==> config.mk <==
export PLATFORM = sky130hd
export DESIGN_NAME = tc_result_regs
export DESIGN_NICKNAME = d
export VERILOG_FILES = /design/src/tc_result_pkg.sv /design/src/tc_result_regs.sv
export VERILOG_INCLUDE_DIRS = /design/src
export SDC_FILE = /design/constraint.sdc
export NUM_CORES = 1
export LEC_CHECK = 0
export BUFFER_PORTS_ARGS = -buffer_cell sky130_fd_sc_hd__buf_4
export CORE_MARGIN = 4
export CORE_UTILIZATION = 45
export DETAILED_ROUTE_END_ITERATION = 8
export GPL_TIMING_DRIVEN = 1
export PLACE_DENSITY_LB_ADDON = 0.05
export SLEW_MARGIN = 20
export SYNTH_ARGS = -nofsm -noshare
export SYNTH_HDL_FRONTEND = slang
export SYNTH_SLANG_ARGS = --single-unit
==> constraint.sdc <==
create_clock -name clk -period 10.9 [get_ports clk]
set_input_delay 2.18 -clock clk [delete_from_list [all_inputs] [get_ports clk]]
set_output_delay 2.18 -clock clk [all_outputs]
set_load 0.05 [all_outputs]
==> src/tc_result_params.svh <==
// Offsets, field positions, reset values and timing figures of the thermocouple result registers.
// Function
// - Compensated result is delta plus cold junction.
// - Compensated result: 16-bit signed, 0.0625 C LSB.
// - Type-selected coefficients turn microvolts into degrees.
// - Delta result: 16-bit signed, same weights.
// - Cold-junction register is double-buffered, read coherent.
// - Cold-junction bits 15..12 replicate the sign.
// - Cold-junction resolution: fine 250 ms, coarse 63 ms.
// - Coarse cold-junction resolution clears bits 1 and 0.
// - 18-bit converter result goes to raw register.
// - Converter resolutions 18/16/14/12 bits with timings.
// - Raw code 24-bit signed, bits 23..18 sign.
// - Out of range: skip commit, keep temperature results; raw still updates.
// - Three-bit type field selects K,J,T,N,S,E,B,R.
// - Done flag set per in-range conversion, software clears.
`ifndef TC_RESULT_PARAMS_SVH
`define TC_RESULT_PARAMS_SVH

// Register pointer values.
`define OFS_COMPENSATED 8'h00
`define OFS_DELTA 8'h01
`define OFS_COLD 8'h02
`define OFS_RAW 8'h03

// Reset values.
`define RST_TEMP 16'h0000
`define RST_RAW 24'h000000

// Field positions.
`define TEMP_SIGN_BIT 15
`define COLD_SIGN_LO 12
`define RAW_SIGN_LO 18
`define CONFIG_COLD_RES_BIT 7

// Converter resolution codes.
`define ADC_RES_18 2'h0
`define ADC_RES_16 2'h1
`define ADC_RES_14 2'h2
`define ADC_RES_12 2'h3

// Thermocouple type codes.
`define TYPE_K 3'h0
`define TYPE_J 3'h1
`define TYPE_T 3'h2
`define TYPE_N 3'h3
`define TYPE_S 3'h4
`define TYPE_E 3'h5
`define TYPE_B 3'h6
`define TYPE_R 3'h7

// Clock rate and conversion times.
`define CLK_KHZ 10000
`define ADC_T18_MS 320
`define ADC_T16_MS 80
`define ADC_T14_MS 20
`define ADC_T12_MS 5
`define CJ_FINE_MS 250
`define CJ_COARSE_MS 63

// Scaling of the coefficient product back to 0.0625 C units.
`define GAIN_SHIFT 16

`endif

==> src/tc_result_pkg.sv <==
// Types shared by the thermocouple result logic.
package tc_result_pkg;
	typedef enum logic [0:0] {ph_wait, ph_commit} phase_e;
	typedef logic signed [15:0] temp_t;
	typedef logic signed [23:0] raw_t;
endpackage

==> src/tc_result_regs.sv <==
// Thermocouple result registers: sampling, conversion, compensation and register read port.
`timescale 1ns/100ps
`include "tc_result_params.svh"
module tc_result_regs #(
	parameter int ADC_T18_CYC = `ADC_T18_MS * `CLK_KHZ, // 18-bit conversion period in cycles.
	parameter int ADC_T16_CYC = `ADC_T16_MS * `CLK_KHZ, // 16-bit conversion period in cycles.
	parameter int ADC_T14_CYC = `ADC_T14_MS * `CLK_KHZ, // 14-bit conversion period in cycles.
	parameter int ADC_T12_CYC = `ADC_T12_MS * `CLK_KHZ, // 12-bit conversion period in cycles.
	parameter int CJ_FINE_CYC = `CJ_FINE_MS * `CLK_KHZ, // Fine cold-junction period in cycles.
	parameter int CJ_COARSE_CYC = `CJ_COARSE_MS * `CLK_KHZ // Coarse cold-junction period in cycles.
) (
	input wire logic clk, // System clock, 10 MHz.
	input wire logic nrst, // Synchronous reset, active low.
	input wire logic [17:0] adc_code, // Converter output code from the front end.
	input wire logic [12:0] cj_code, // Ambient sensor code, 0.0625 C LSB, signed.
	input wire logic [2:0] tc_type, // Thermocouple type select.
	input wire logic [1:0] adc_res, // Converter resolution select.
	input wire logic cj_coarse, // Cold-junction coarse resolution, config bit 7.
	input wire logic [7:0] rd_addr, // Register pointer.
	input wire logic rd_en, // Read strobe, one cycle.
	input wire logic read_hold, // High while a multi-byte read is in progress.
	input wire logic done_clear, // Clears the done flag, one cycle.
	output logic [23:0] rd_data, // Read data, low bits hold 16-bit results.
	output logic conversion_done_flag, // Set when an in-range conversion completes.
	output logic input_range // Converter input or result out of range.
);
	logic [17:0] adc_s1_reg, adc_s2_reg;
	logic [12:0] cj_s1_reg, cj_s2_reg;
	logic [31:0] adc_cnt_reg, adc_cnt_next;
	logic [31:0] cj_cnt_reg, cj_cnt_next;
	tc_result_pkg::phase_e phase_reg, phase_next;
	tc_result_pkg::raw_t raw_reg, raw_next;
	tc_result_pkg::temp_t delta_reg, delta_next;
	tc_result_pkg::temp_t hot_reg, hot_next;
	tc_result_pkg::temp_t cj_reg, cj_next;
	tc_result_pkg::temp_t cj_shadow_reg, cj_shadow_next;
	tc_result_pkg::temp_t conv_delta_reg, conv_delta_next;
	logic conv_bad_reg, conv_bad_next;
	logic done_reg, done_next;
	logic range_reg, range_next;
	logic [23:0] rd_data_reg, rd_data_next;
	logic adc_tick, cj_tick;

	// First-order slope per type, 0.0625 C per microvolt scaled by 2^16; values are representative.
	function automatic logic signed [16:0] type_gain(input logic [2:0] t);
		case (t)
			`TYPE_K: type_gain = 17'sh063E7;
			`TYPE_J: type_gain = 17'sh04E84;
			`TYPE_T: type_gain = 17'sh0619E;
			`TYPE_N: type_gain = 17'sh0A2C3;
			`TYPE_S: type_gain = 17'h1FFFF >> 1;
			`TYPE_E: type_gain = 17'sh04235;
			`TYPE_B: type_gain = 17'h1FFFF >> 1;
			default: type_gain = 17'h1FFFF >> 1;
		endcase
	endfunction

	// Largest EMF magnitude in microvolts that each type may present.
	function automatic logic [23:0] type_limit(input logic [2:0] t);
		case (t)
			`TYPE_K: type_limit = 24'h00D666;
			`TYPE_J: type_limit = 24'h010F58;
			`TYPE_T: type_limit = 24'h005406;
			`TYPE_N: type_limit = 24'h00BEFC;
			`TYPE_S: type_limit = 24'h0048CA;
			`TYPE_E: type_limit = 24'h012AE1;
			`TYPE_B: type_limit = 24'h0034EE;
			default: type_limit = 24'h0053A2;
		endcase
	endfunction

	// Period of the selected converter resolution.
	function automatic logic [31:0] adc_period(input logic [1:0] r);
		case (r)
			`ADC_RES_18: adc_period = 32'(ADC_T18_CYC);
			`ADC_RES_16: adc_period = 32'(ADC_T16_CYC);
			`ADC_RES_14: adc_period = 32'(ADC_T14_CYC);
			default: adc_period = 32'(ADC_T12_CYC);
		endcase
	endfunction

	// Mask of valid raw bits; unused low bits are dropped while the sign bits stay.
	function automatic logic [23:0] raw_mask(input logic [1:0] r);
		case (r)
			`ADC_RES_18: raw_mask = 24'hFFFFFF;
			`ADC_RES_16: raw_mask = 24'hFFFFFC;
			`ADC_RES_14: raw_mask = 24'hFFFFF0;
			default: raw_mask = 24'hFFFFC0;
		endcase
	endfunction

	// Front-end codes come from the analog domain, so each passes two flip-flops first.
	always_ff @(posedge clk) begin
		adc_s1_reg <= adc_code;
		adc_s2_reg <= adc_s1_reg;
		cj_s1_reg <= cj_code;
		cj_s2_reg <= cj_s1_reg;
	end

	assign adc_tick = (adc_cnt_reg == 32'h0);
	assign cj_tick = (cj_cnt_reg == 32'h0);

	// Sequencing, conversion and the result registers.
	always_comb begin
		logic signed [40:0] prod;
		logic [23:0] raw_val;
		logic [23:0] mag;
		logic done_set;
		prod = '0;
		done_set = 1'b0;
		raw_val = '0;
		mag = '0;
		adc_cnt_next = adc_tick ? adc_period(adc_res) - 32'h1 : adc_cnt_reg - 32'h1;
		cj_cnt_next = cj_tick ? (cj_coarse ? 32'(CJ_COARSE_CYC) : 32'(CJ_FINE_CYC)) - 32'h1 : cj_cnt_reg - 32'h1;
		phase_next = phase_reg;
		raw_next = raw_reg;
		delta_next = delta_reg;
		hot_next = hot_reg;
		cj_next = cj_reg;
		cj_shadow_next = cj_shadow_reg;
		conv_delta_next = conv_delta_reg;
		conv_bad_next = conv_bad_reg;
		done_next = done_reg;
		range_next = range_reg;
		// The ambient sample lands in the shadow; coarse mode keeps the two low bits clear.
		if (cj_tick) begin
			cj_shadow_next = {{3{cj_s2_reg[12]}}, cj_s2_reg};
			if (cj_coarse) begin
				cj_shadow_next[1:0] = 2'h0;
			end
		end
		// A converter sample is sign-extended, trimmed, then scaled by the type coefficient.
		if (adc_tick) begin
			raw_val = {{6{adc_s2_reg[17]}}, adc_s2_reg} & raw_mask(adc_res);
			raw_next = raw_val;
			mag = raw_val[23] ? 24'(-raw_val) : raw_val;
			prod = $signed(raw_val) * type_gain(tc_type);
			conv_delta_next = 16'(prod >>> `GAIN_SHIFT);
			conv_bad_next = (mag > type_limit(tc_type));
			phase_next = tc_result_pkg::ph_commit;
		end
		// Commit waits for any read in progress, so all three temperatures change together.
		case (phase_reg)
			tc_result_pkg::ph_wait: begin
			end
			tc_result_pkg::ph_commit: begin
				if (!read_hold && !adc_tick) begin
					phase_next = tc_result_pkg::ph_wait;
					range_next = conv_bad_reg;
					if (!conv_bad_reg) begin
						delta_next = conv_delta_reg;
						cj_next = cj_shadow_reg;
						hot_next = 16'(conv_delta_reg + cj_shadow_reg);
						done_next = 1'b1;
						done_set = 1'b1;
					end
				end
			end
			default: phase_next = tc_result_pkg::ph_wait;
		endcase
		// A completion in the same cycle as a clear wins, even when the flag was already up.
		// Otherwise a poller could clear a fresh completion and wait a whole extra period.
		if (done_clear && !done_set) begin
			done_next = 1'b0;
		end
	end

	// Reads only copy a value out into rd_data; no result register changes because of them.
	always_comb begin
		rd_data_next = rd_data_reg;
		if (rd_en) begin
			if (rd_addr == `OFS_COMPENSATED) begin
				rd_data_next = {8'h00, hot_reg};
			end else if (rd_addr == `OFS_DELTA) begin
				rd_data_next = {8'h00, delta_reg};
			end else if (rd_addr == `OFS_COLD) begin
				rd_data_next = {8'h00, cj_reg};
			end else if (rd_addr == `OFS_RAW) begin
				rd_data_next = raw_reg;
			end else begin
				rd_data_next = 24'h000000;
			end
		end
	end

	// State registers; all results start at zero.
	always_ff @(posedge clk) begin
		if (!nrst) begin
			adc_cnt_reg <= 32'h0000000F;
			cj_cnt_reg <= 32'h00000007;
			phase_reg <= tc_result_pkg::ph_wait;
			raw_reg <= `RST_RAW;
			delta_reg <= `RST_TEMP;
			hot_reg <= `RST_TEMP;
			cj_reg <= `RST_TEMP;
			cj_shadow_reg <= `RST_TEMP;
			conv_delta_reg <= `RST_TEMP;
			conv_bad_reg <= 1'b0;
			done_reg <= 1'b0;
			range_reg <= 1'b0;
			rd_data_reg <= `RST_RAW;
		end else begin
			adc_cnt_reg <= adc_cnt_next;
			cj_cnt_reg <= cj_cnt_next;
			phase_reg <= phase_next;
			raw_reg <= raw_next;
			delta_reg <= delta_next;
			hot_reg <= hot_next;
			cj_reg <= cj_next;
			cj_shadow_reg <= cj_shadow_next;
			conv_delta_reg <= conv_delta_next;
			conv_bad_reg <= conv_bad_next;
			done_reg <= done_next;
			range_reg <= range_next;
			rd_data_reg <= rd_data_next;
		end
	end

	assign rd_data = rd_data_reg;
	assign conversion_done_flag = done_reg;
	assign input_range = range_reg;

	logic commit_ok;
	assign commit_ok = (phase_reg == tc_result_pkg::ph_commit) && !read_hold && !adc_tick && !conv_bad_reg;
endmodule

Word level (Yosys, flattened, before mapping)

Index checks and enable logic that the tools add are counted.

Register bits: 252

$add $sub $neg: 6
$mul: 1
$lt $le $gt $ge: 1
Eq/ne operators: 11
Muxes and demuxes: 22
Bitwise gates (word level): 3
Reduce and logical (&&, ||, !) cells: 13

Operator list:

| cell                                                | number |
|---|---|
| 2-to-1 mux 24 bit                                   | 7 |
| one-hot mux 17 bit (7 select lines)                 | 1 |
| subtractor 32 x 1 -> 32 bit, second input constant  | 3 |
| one-hot mux 16 bit (5 select lines)                 | 1 |
| one-hot mux 22 bit (3 select lines)                 | 1 |
| zero test 32 bit                                    | 2 |
| 2-to-1 mux 32 bit                                   | 2 |
| multiplier 24 x 17 -> 32 bit                        | 1 |
| AND 24 bit                                          | 1 |
| greater-than comparator 24 bit                      | 1 |
| negation 24 bit                                     | 1 |
| subtractor 22 x 1 -> 23 bit, second input constant  | 1 |
| 2-to-1 mux 22 bit                                   | 1 |
| one-hot mux 6 bit (3 select lines)                  | 1 |
| 2-to-1 mux 17 bit                                   | 1 |
| adder 16 x 13 -> 16 bit                             | 1 |
| equality test 8 x 2 -> 1 bit, second input constant | 2 |
| equality test 3 bit, second input constant          | 3 |
| equality test 8 x 1 -> 1 bit, second input constant | 1 |
| zero test 8 bit                                     | 1 |
| equality test 3 x 2 -> 1 bit, second input constant | 2 |
| 2-to-1 mux 1 bit                                    | 6 |
| equality test 3 x 1 -> 1 bit, second input constant | 1 |
| zero test 1 bit                                     | 3 |
| 10 further kinds                                    | 12 |

Logic depth before layout (Yosys ltp)

Gate-level depths: netlist of the first run.

Depth in word-level cells: 8
Depth in mapped cells: 30

Least setup slack after synthesis of the first run

Ideal clock, no wire load.

Kind: in2reg
From: in tc_type[2]
To: reg conv_delta_reg[9]
Setup time: 0.122 ns
Arrival time: 8.593 ns
Path slack: 2.185 ns
Cell stages on the path: 25
Path buffers: 3
Path through: clkbuf_1 clkinv_1 clkbuf_1 ha_1 nand2b_1 clkbuf_1 and2_1 fa_1 fa_1 inv_1 fa_1 inv_1 fa_1 fa_1 fa_1 ha_1 nor4_1 o221ai_1 o21ai_0 a31oi_1 a41o_1 o41a_1 a21oi_1 xor2_1 o21ai_0

Longest elaborated chain between the ends: 4
Elaborated cells on any way between the ends: 8
Those cells by class: mul: 1; eq/ne: 4; mux: 2; reduce/logical: 1

RTL lines:

| item                                              | line                  | source |
|---|---|---|
| from (decl)                                       | tc_result_regs.sv:16  | `input wire logic [2:0] tc_type,` |
| equality test 3 bit, or another cell as far along | tc_result_regs.sv:46  | `case (t)` |
| one-hot mux 16 bit (5 select lines) (*)           | tc_result_regs.sv:46  |  |
| 2-to-1 mux 17 bit (*)                             | tc_result_regs.sv:133 | `if (adc_tick) begin` |
| multiplier 24 x 17 -> 32 bit (*)                  | tc_result_regs.sv:137 | `prod = $signed(raw_val) * type_gain(tc_type);` |
| to (signal assigned)                              | tc_result_regs.sv:197 | `` conv_delta_reg <= `RST_TEMP; `` |
| to (signal assigned)                              | tc_result_regs.sv:211 | `conv_delta_reg <= conv_delta_next;` |
| to (decl)                                         | tc_result_regs.sv:37  | `tc_result_pkg::temp_t conv_delta_reg, conv_delta_next;` |

Mark *: on every way between the ends. The rest lies on a longest branch, timed or not. The select of a mux whose other input is x is not followed.
A chain may end at the register's enable or synchronous reset.

Worst setup path in the final report of the first run

From: in tc_type[0]
To: reg conv_delta_reg[13]

Same word-level chain as after synthesis.

==> impl_metrics.csv, run 1 <==
group,metric,value,unit
final_layout,area_growth,10.26,%
global_route,grt_max_degree,63,
drt,dr_total_vias,14790,
logic_synthesis,syn-instance-count,2244,
drt,final_antenna_net_count,0,
timing,rsz0062_at_grt,"false",
drt,drcViolationCount,0,
pwr,vdd_ir_drop_max,0.5910,mV
run_status,status,"complete, no violations",
timing,drv_slew,0,
drt,wire_per_inst,18.78,µm
logic_synthesis,yosysTopAreaCellShare,27.04,%
critical_path,crit_family,"adder cells",
cts,postCtsHoldBufs,0,
cts,cts_sinks,240,
timing,skew,0.01272,ns
logic_synthesis,synthMuxAreaShare,1.727,%
logic_synthesis,synth_top_family_by_area,"adder cells",
logic_synthesis,synth_commonest_cells,"inv_1, nand2_1, fa_1",
drt,viasPerCell,5.138,
cts,h-tree-depth,1,
logic_synthesis,synth_nets,2692,
cts,numCtsBuffers,28,
final_layout,n_antenna_cell,0,
floorplan,row_count,77,
timing,finalCriticalPeriod,9.107,ns
logic_synthesis,yosys_warnings,0,
logic_synthesis,synth_fa_ha_area_share,34.69,%
floorplan,die_x,220.3,µm
critical_path,path_class,"input port to flip-flop",
worst_hold_path,worstHoldPathType,"flip-flop to flip-flop",
critical_path,critPathMostFrequentCell,"fa_1",
critical_path,cp-end-kind,"flip-flop",
pwr,cellLeakagePower,10.26,nW
global_route,grt_pass1_vias,15380,
critical_path,worst_path_largest_cell_delay,0.73,ns
critical_path,worstPathArrival,9.62,ns
logic_synthesis,async_reset_ff_share,0,%
timing,setup_viol,0,
floorplan,start_util,45.67,%
critical_path,worstPathRequired,11.41,ns
floorplan,die_area,48530,µm²
timing,timing.final.ws_setup,1.793,ns
cts,clk_latency,0.57,ns
logic_synthesis,synthXorXnorAreaFrac,4.491,%
cts,ctsResizeCount,0,
cts,postCtsSetupRepairBufs,0,
logic_synthesis,synth_seq_cells,240,
logic_synthesis,synth.most_common_cell,"inv_1",
critical_path,start_kind,"input port",
logic_synthesis,yosysTopAreaCell,"fa_1",
drt,wl,54.08,mm
timing,report.final.hold_viol_count,0,
floorplan,num_io_pins,76,
critical_path,cp_slowest_cell,"or2_0",
placement,io_buffers,75,
floorplan,coreArea,44410,µm²
floorplan,die_y,220.3,µm
critical_path,critPathMaxFanout,22,
cts,clk_path_buf_depth,3,
timing,min_period_over_period,83.55,%
drt,drtIter0Drc,845,
cts,clockRootBuffer,"clkbuf_16",
pwr,power.density,336.4,nW/µm²
final_layout,drive_gt1_share,7.783,%
final_layout,fin_nets,2714,
cts,clkSlewWorstSetupHoldPaths,0.06,ns
logic_synthesis,syn_area_per_cell,9.039,µm²
logic_synthesis,synth_edf_count,0,
timing,clock.fmax,109.8,MHz
placement,hpwl,42.22,mm
logic_synthesis,synth-compound-area-share,8.772,%
logic_synthesis,synthSimpleGateAreaFrac,17.76,%
logic_synthesis,synth-main-ff-cell,"dfxtp_1",
placement,place_ws,1.208,ns
drt,drt_pre_antenna_iters,5,
cts,cts_tree,"built",
global_route,grt_use_total,23.11,%
timing,worst_pin_slew,1.020,ns
logic_synthesis,yosysSeqAreaShare,23.69,%
logic_synthesis,syn_area,20280,µm²
critical_path,cp_num_buf_inv,6,
global_route,grt_antenna_before_repair,0,
logic_synthesis,yosysUniqueCellTypes,72,
global_route,grt_overflow,0,
timing,max-slew-margin-rel,31.63,%
run,maxCapViolCount,0,
final_layout,fillCellCount,4231,
global_route,grt_pass1_wl,87.08,mm
timing,fin_setup_tns,0,ns
placement,gp_congestion,0.9294,
logic_synthesis,ys_top_cells_by_area,"fa_1, dfxtp_1, ha_1, inv_1, nand2_1",
==> worst paths after layout <==
path	start	to	slack (ns)	cells after the start
max reg2reg	adc_s2_reg[17]$_DFF_P_	conv_delta_reg[13]$_SDFFE_PN0P_	4.07	22
min	adc_s1_reg[13]$_DFF_P_	adc_s2_reg[13]$_DFF_P_	0.33	0
max	tc_type[0]	conv_delta_reg[13]$_SDFFE_PN0P_	1.79	25
min reg2reg	adc_s1_reg[13]$_DFF_P_	adc_s2_reg[13]$_DFF_P_	0.33	0
==> power by group <==
group / internal (W) / switching (W) / total [W]
logic: 0.00242 / 0.00317 / 0.00559
registers: 0.000894 / 0.0000157 / 0.000909
clock network: 0.000634 / 0.000394 / 0.00103
total: 0.00395 / 0.00358 / 0.00752
==> per-layer routing <==
metal | wire length, µm | global-route usage [%] | part of all wire (%)
met5 | 0 | 0 | 0
met4 | 1171 | 5.233 | 2.2
met3 | 2902 | 3.749 | 5.4
met2 | 24890 | 37.35 | 46
met1 | 25110 | 32.89 | 46
==> kinds of logic (layout without fill, tap and decap cells) <==
logic type | count (synthesis) | in the layout
simple gates | 746 | 746
xor+xnor | 104 | 104
compound gates | 267 | 267
buf+inv | 470 | 513
mux | 19 | 19
fa+ha+maj | 398 | 398
flops | 240 | 240
==> layout by cell type, fill, tap and decap left out, drive strengths merged, types with 49 or more instances in the layout <==
cell      n
dfxtp   240
o21ai    57
nor2    125
and2    110
a21oi    49
fa      274
buf      98
ha      124
nand2   317
xnor2    74
a21boi   72
inv     365
==> worst reg2reg max path, delay by kind of cell (launching register included) <==
family / cells / cell delay [ns]
AOI/OAI and AO/OA: 5 / 1.14
adders and majority gates: 7 / 3.56
buffers and inverters: 6 / 0.79
DFF: 1 / 0.30
and+or+nand+nor: 4 / 0.97
==> metrics by stage <==
stage / hold WS [ns] / utilization [%] / area, µm² / total power [W] / std cells
after CTS: 0.3261 / 50.35 / 22360 / 0.007650 / 2879
final: 0.3253 / 50.35 / 22360 / 0.007524 / 2879
after global placement: 0.3124 / 48.03 / 21330 / 0.006545 / 2828
after detailed placement: 0.3121 / 48.03 / 21330 / 0.006583 / 2828
after global routing: 0.3357 / 50.35 / 22360 / 0.008429 / 2879
after floorplan: 0.3096 / - / 20280 / 0.005065 / 2244
==> final cells by class <==
cell class              count  area [µm²]  share of cell area [%]
clock buffers              36       790.8                   3.536
clock inverters            15       240.2                   1.074
inverters                 364        1366                   6.109
multi-input cells        1534       13690                   61.20
flip-flops and latches    240        4805                   21.48
well taps                 592       740.7                   3.312
repair buffers             98       735.7                   3.290
Note: power is estimated with default switching activity, not from simulation.
==> inputs of run 2 (changes only) <==
- clock period: 10.9 -> 8.45 ns (I/O delays scaled with it)
==> impl_metrics.csv, run 2 (synthesis results as in run 1) <==
group,metric,value,unit
pwr,switching_share,46.60,%
drt,drtIter0Drc,888,
pwr,vdd_ir_drop_max,0.7159,mV
drt,viasPerCell,5.145,
critical_path,crit_path_start,"tc_type[2]",
placement,place_ws,0.1291,ns
critical_path,cp_slowest_cell,"fa_1",
critical_path,cp-end-kind,"flip-flop",
pwr,p_int,0.005034,W
floorplan,row_count,77,
timing,min_period_over_period,92.37,%
final_layout,drive_gt1_share,8.926,%
timing,drv_slew,0,
cts,clk_latency,0.58,ns
cts,cts_tree,"built",
pwr,power.density,418.1,nW/µm²
cts,clockRootBuffer,"clkbuf_16",
critical_path,rr_startpoint,"adc_s2_reg[10]$_DFF_P_",
timing,skew,0.02184,ns
global_route,grt_antenna_before_repair,1,
floorplan,die_area,48530,µm²
cts,postCtsHoldBufs,0,
pwr,cellLeakagePower,10.38,nW
critical_path,r2r_cells,20,
global_route,grt_use_total,23.01,%
critical_path,cp_num_buf_inv,7,
cts,clk_path_buf_depth,3,
critical_path,worst_path_largest_cell_delay,0.55,ns
final_layout,n_antenna_cell,0,
final_layout,fin_nets,2746,
cts,postCtsSetupRepairBufs,0,
drt,dr_wl_met3,3.518,mm
floorplan,die_x,220.3,µm
critical_path,crit_family,"adder cells",
floorplan,die_y,220.3,µm
cts,ctsResizeCount,0,
worst_hold_path,hold_path_startpoint,"adc_s1_reg[2]$_DFF_P_",
critical_path,start_kind,"input port",
timing,setup_viol,0,
pwr,seqPwrFrac,12.5,%
cts,h-tree-depth,1,
floorplan,coreArea,44410,µm²
placement,gp_congestion,0.9347,
drt,met2_wirelength,25.15,mm
pwr,p_comb_share,74.1,%
critical_path,crit_cells,26,
cts,clkSlewWorstSetupHoldPaths,0.06,ns
drt,final_antenna_net_count,0,
critical_path,path_class,"input port to flip-flop",
timing,finalCriticalPeriod,7.805,ns
global_route,grt_max_degree,104,
final_layout,final_common_cell,"inv_1",
drt,drt_pre_antenna_iters,5,
critical_path,setup.worst_path.end,"conv_delta_reg[9]$_SDFFE_PN0P_",
timing,report.final.hold_viol_count,0,
run,maxCapViolCount,0,
final_layout,layout.cells.non_filler,2911,
global_route,grt_overflow,0,
global_route,grt_pass1_wl,86.71,mm
floorplan,start_util,45.67,%
timing,clock.fmax,128.1,MHz
critical_path,r2r_end,"conv_delta_reg[9]$_SDFFE_PN0P_",
drt,drcViolationCount,0,
worst_hold_path,worstHoldPathType,"flip-flop to flip-flop",
critical_path,critPathMaxFanout,12,
placement,post-place-cells,2860,
timing,worst_pin_slew,1.161,ns
final_layout,area_growth,11.17,%
drt,met1Wirelength,24.10,mm
timing,timing.final.ws_setup,0.6447,ns
drt,dr_total_vias,14980,
drt,wl,54.16,mm
final_layout,final_core_util,50.77,%
drt,top_layer,"met4",
pwr,netSwitchingPower,0.004393,W
cts,numCtsBuffers,28,
timing,fin_setup_tns,0,ns
timing,max-slew-margin-rel,22.52,%
drt,wire_per_inst,18.61,µm
timing,rsz0062_at_grt,"false",
floorplan,num_io_pins,76,
placement,io_buffers,75,
final_layout,mostFrequentLayoutCells,"inv_1, nand2_1, fa_1",
global_route,grt_pass1_vias,15890,
critical_path,worstPathRequired,8.89,ns
critical_path,critPathMostFrequentCell,"fa_1",
pwr,p_clk_share,13.4,%
cts,cts_sinks,240,
critical_path,reg2reg_slack,1.60,ns
placement,hpwl,43.63,mm
critical_path,worstPathArrival,8.25,ns
run_status,status,"complete, no violations",
## run 2: cell count changes in the layout (fill, tap and decap cells not counted)
| cell | change |
|---|---|
| bufinv_16 | -1 |
| a21boi_1 | +1 |
| clkinvlp_4 | +1 |
| clkbuf_8 | -3 |
| o21ai_1 | -1 |
| clkinv_2 | +1 |
| a21boi_2 | -1 |
| clkbuf_1 | +2 |
| o21ai_0 | +1 |
| buf_4 | +32 |
## run 2: how the worst min path moves through the flow
stage	endpoint	slack, ns	cells after the start
final	adc_s2_reg[2]$_DFF_P_	0.32	0
after global routing	adc_s2_reg[10]$_DFF_P_	0.33	0
after CTS	adc_s2_reg[6]$_DFF_P_	0.33	0
after detailed placement	cj_s2_reg[0]$_DFF_P_	0.31	0
after global placement	adc_s2_reg[7]$_DFF_P_	0.31	0
after floorplan	adc_s2_reg[0]$_DFF_P_	0.31	0
## run 2: cell type report
| cell class | instances | area (µm²) |
|---|---|---|
| Fill cell | 4241 | 21860 |
| Multi-Input combinational cell | 1534 | 13680 |
| Sequential cell | 240 | 4805 |
| Inverter | 364 | 1366 |
| Timing Repair Buffer | 130 | 975.9 |
| Clock buffer | 35 | 757.0 |
| Tap cell | 592 | 740.7 |
| Clock inverter | 16 | 222.7 |
## run 2: power groups by stage
stage	registers [W]	clock network [W]	logic, W
finish	0.00118	0.00127	0.00698
global route	0.00118	0.00135	0.00809
CTS	0.00118	0.00131	0.00710
detailed placement	0.00120	0	0.00706
global placement	0.00120	0	0.00698
floorplan	0.00119	0	0.00535
## run 2: routing by layer
metal | up-vias | track usage [%]
met4 | 0 | 5.694
met3 | 79 | 4.394
met2 | 346 | 38.11
met1 | 7416 | 31.32
met5 | - | 0
li1 | 7136 | -
## run 2: through the flow
stage,area (µm²),power [W],hold slack [ns]
3_3_place_gp,21570,0.008184,0.3116
5_1_grt,22550,0.01062,0.3316
4_1_cts,22550,0.009587,0.3280
6_report,22550,0.009427,0.3235
2_1_floorplan,20280,0.006533,0.3096
3_5_place_dp,21570,0.008263,0.3121
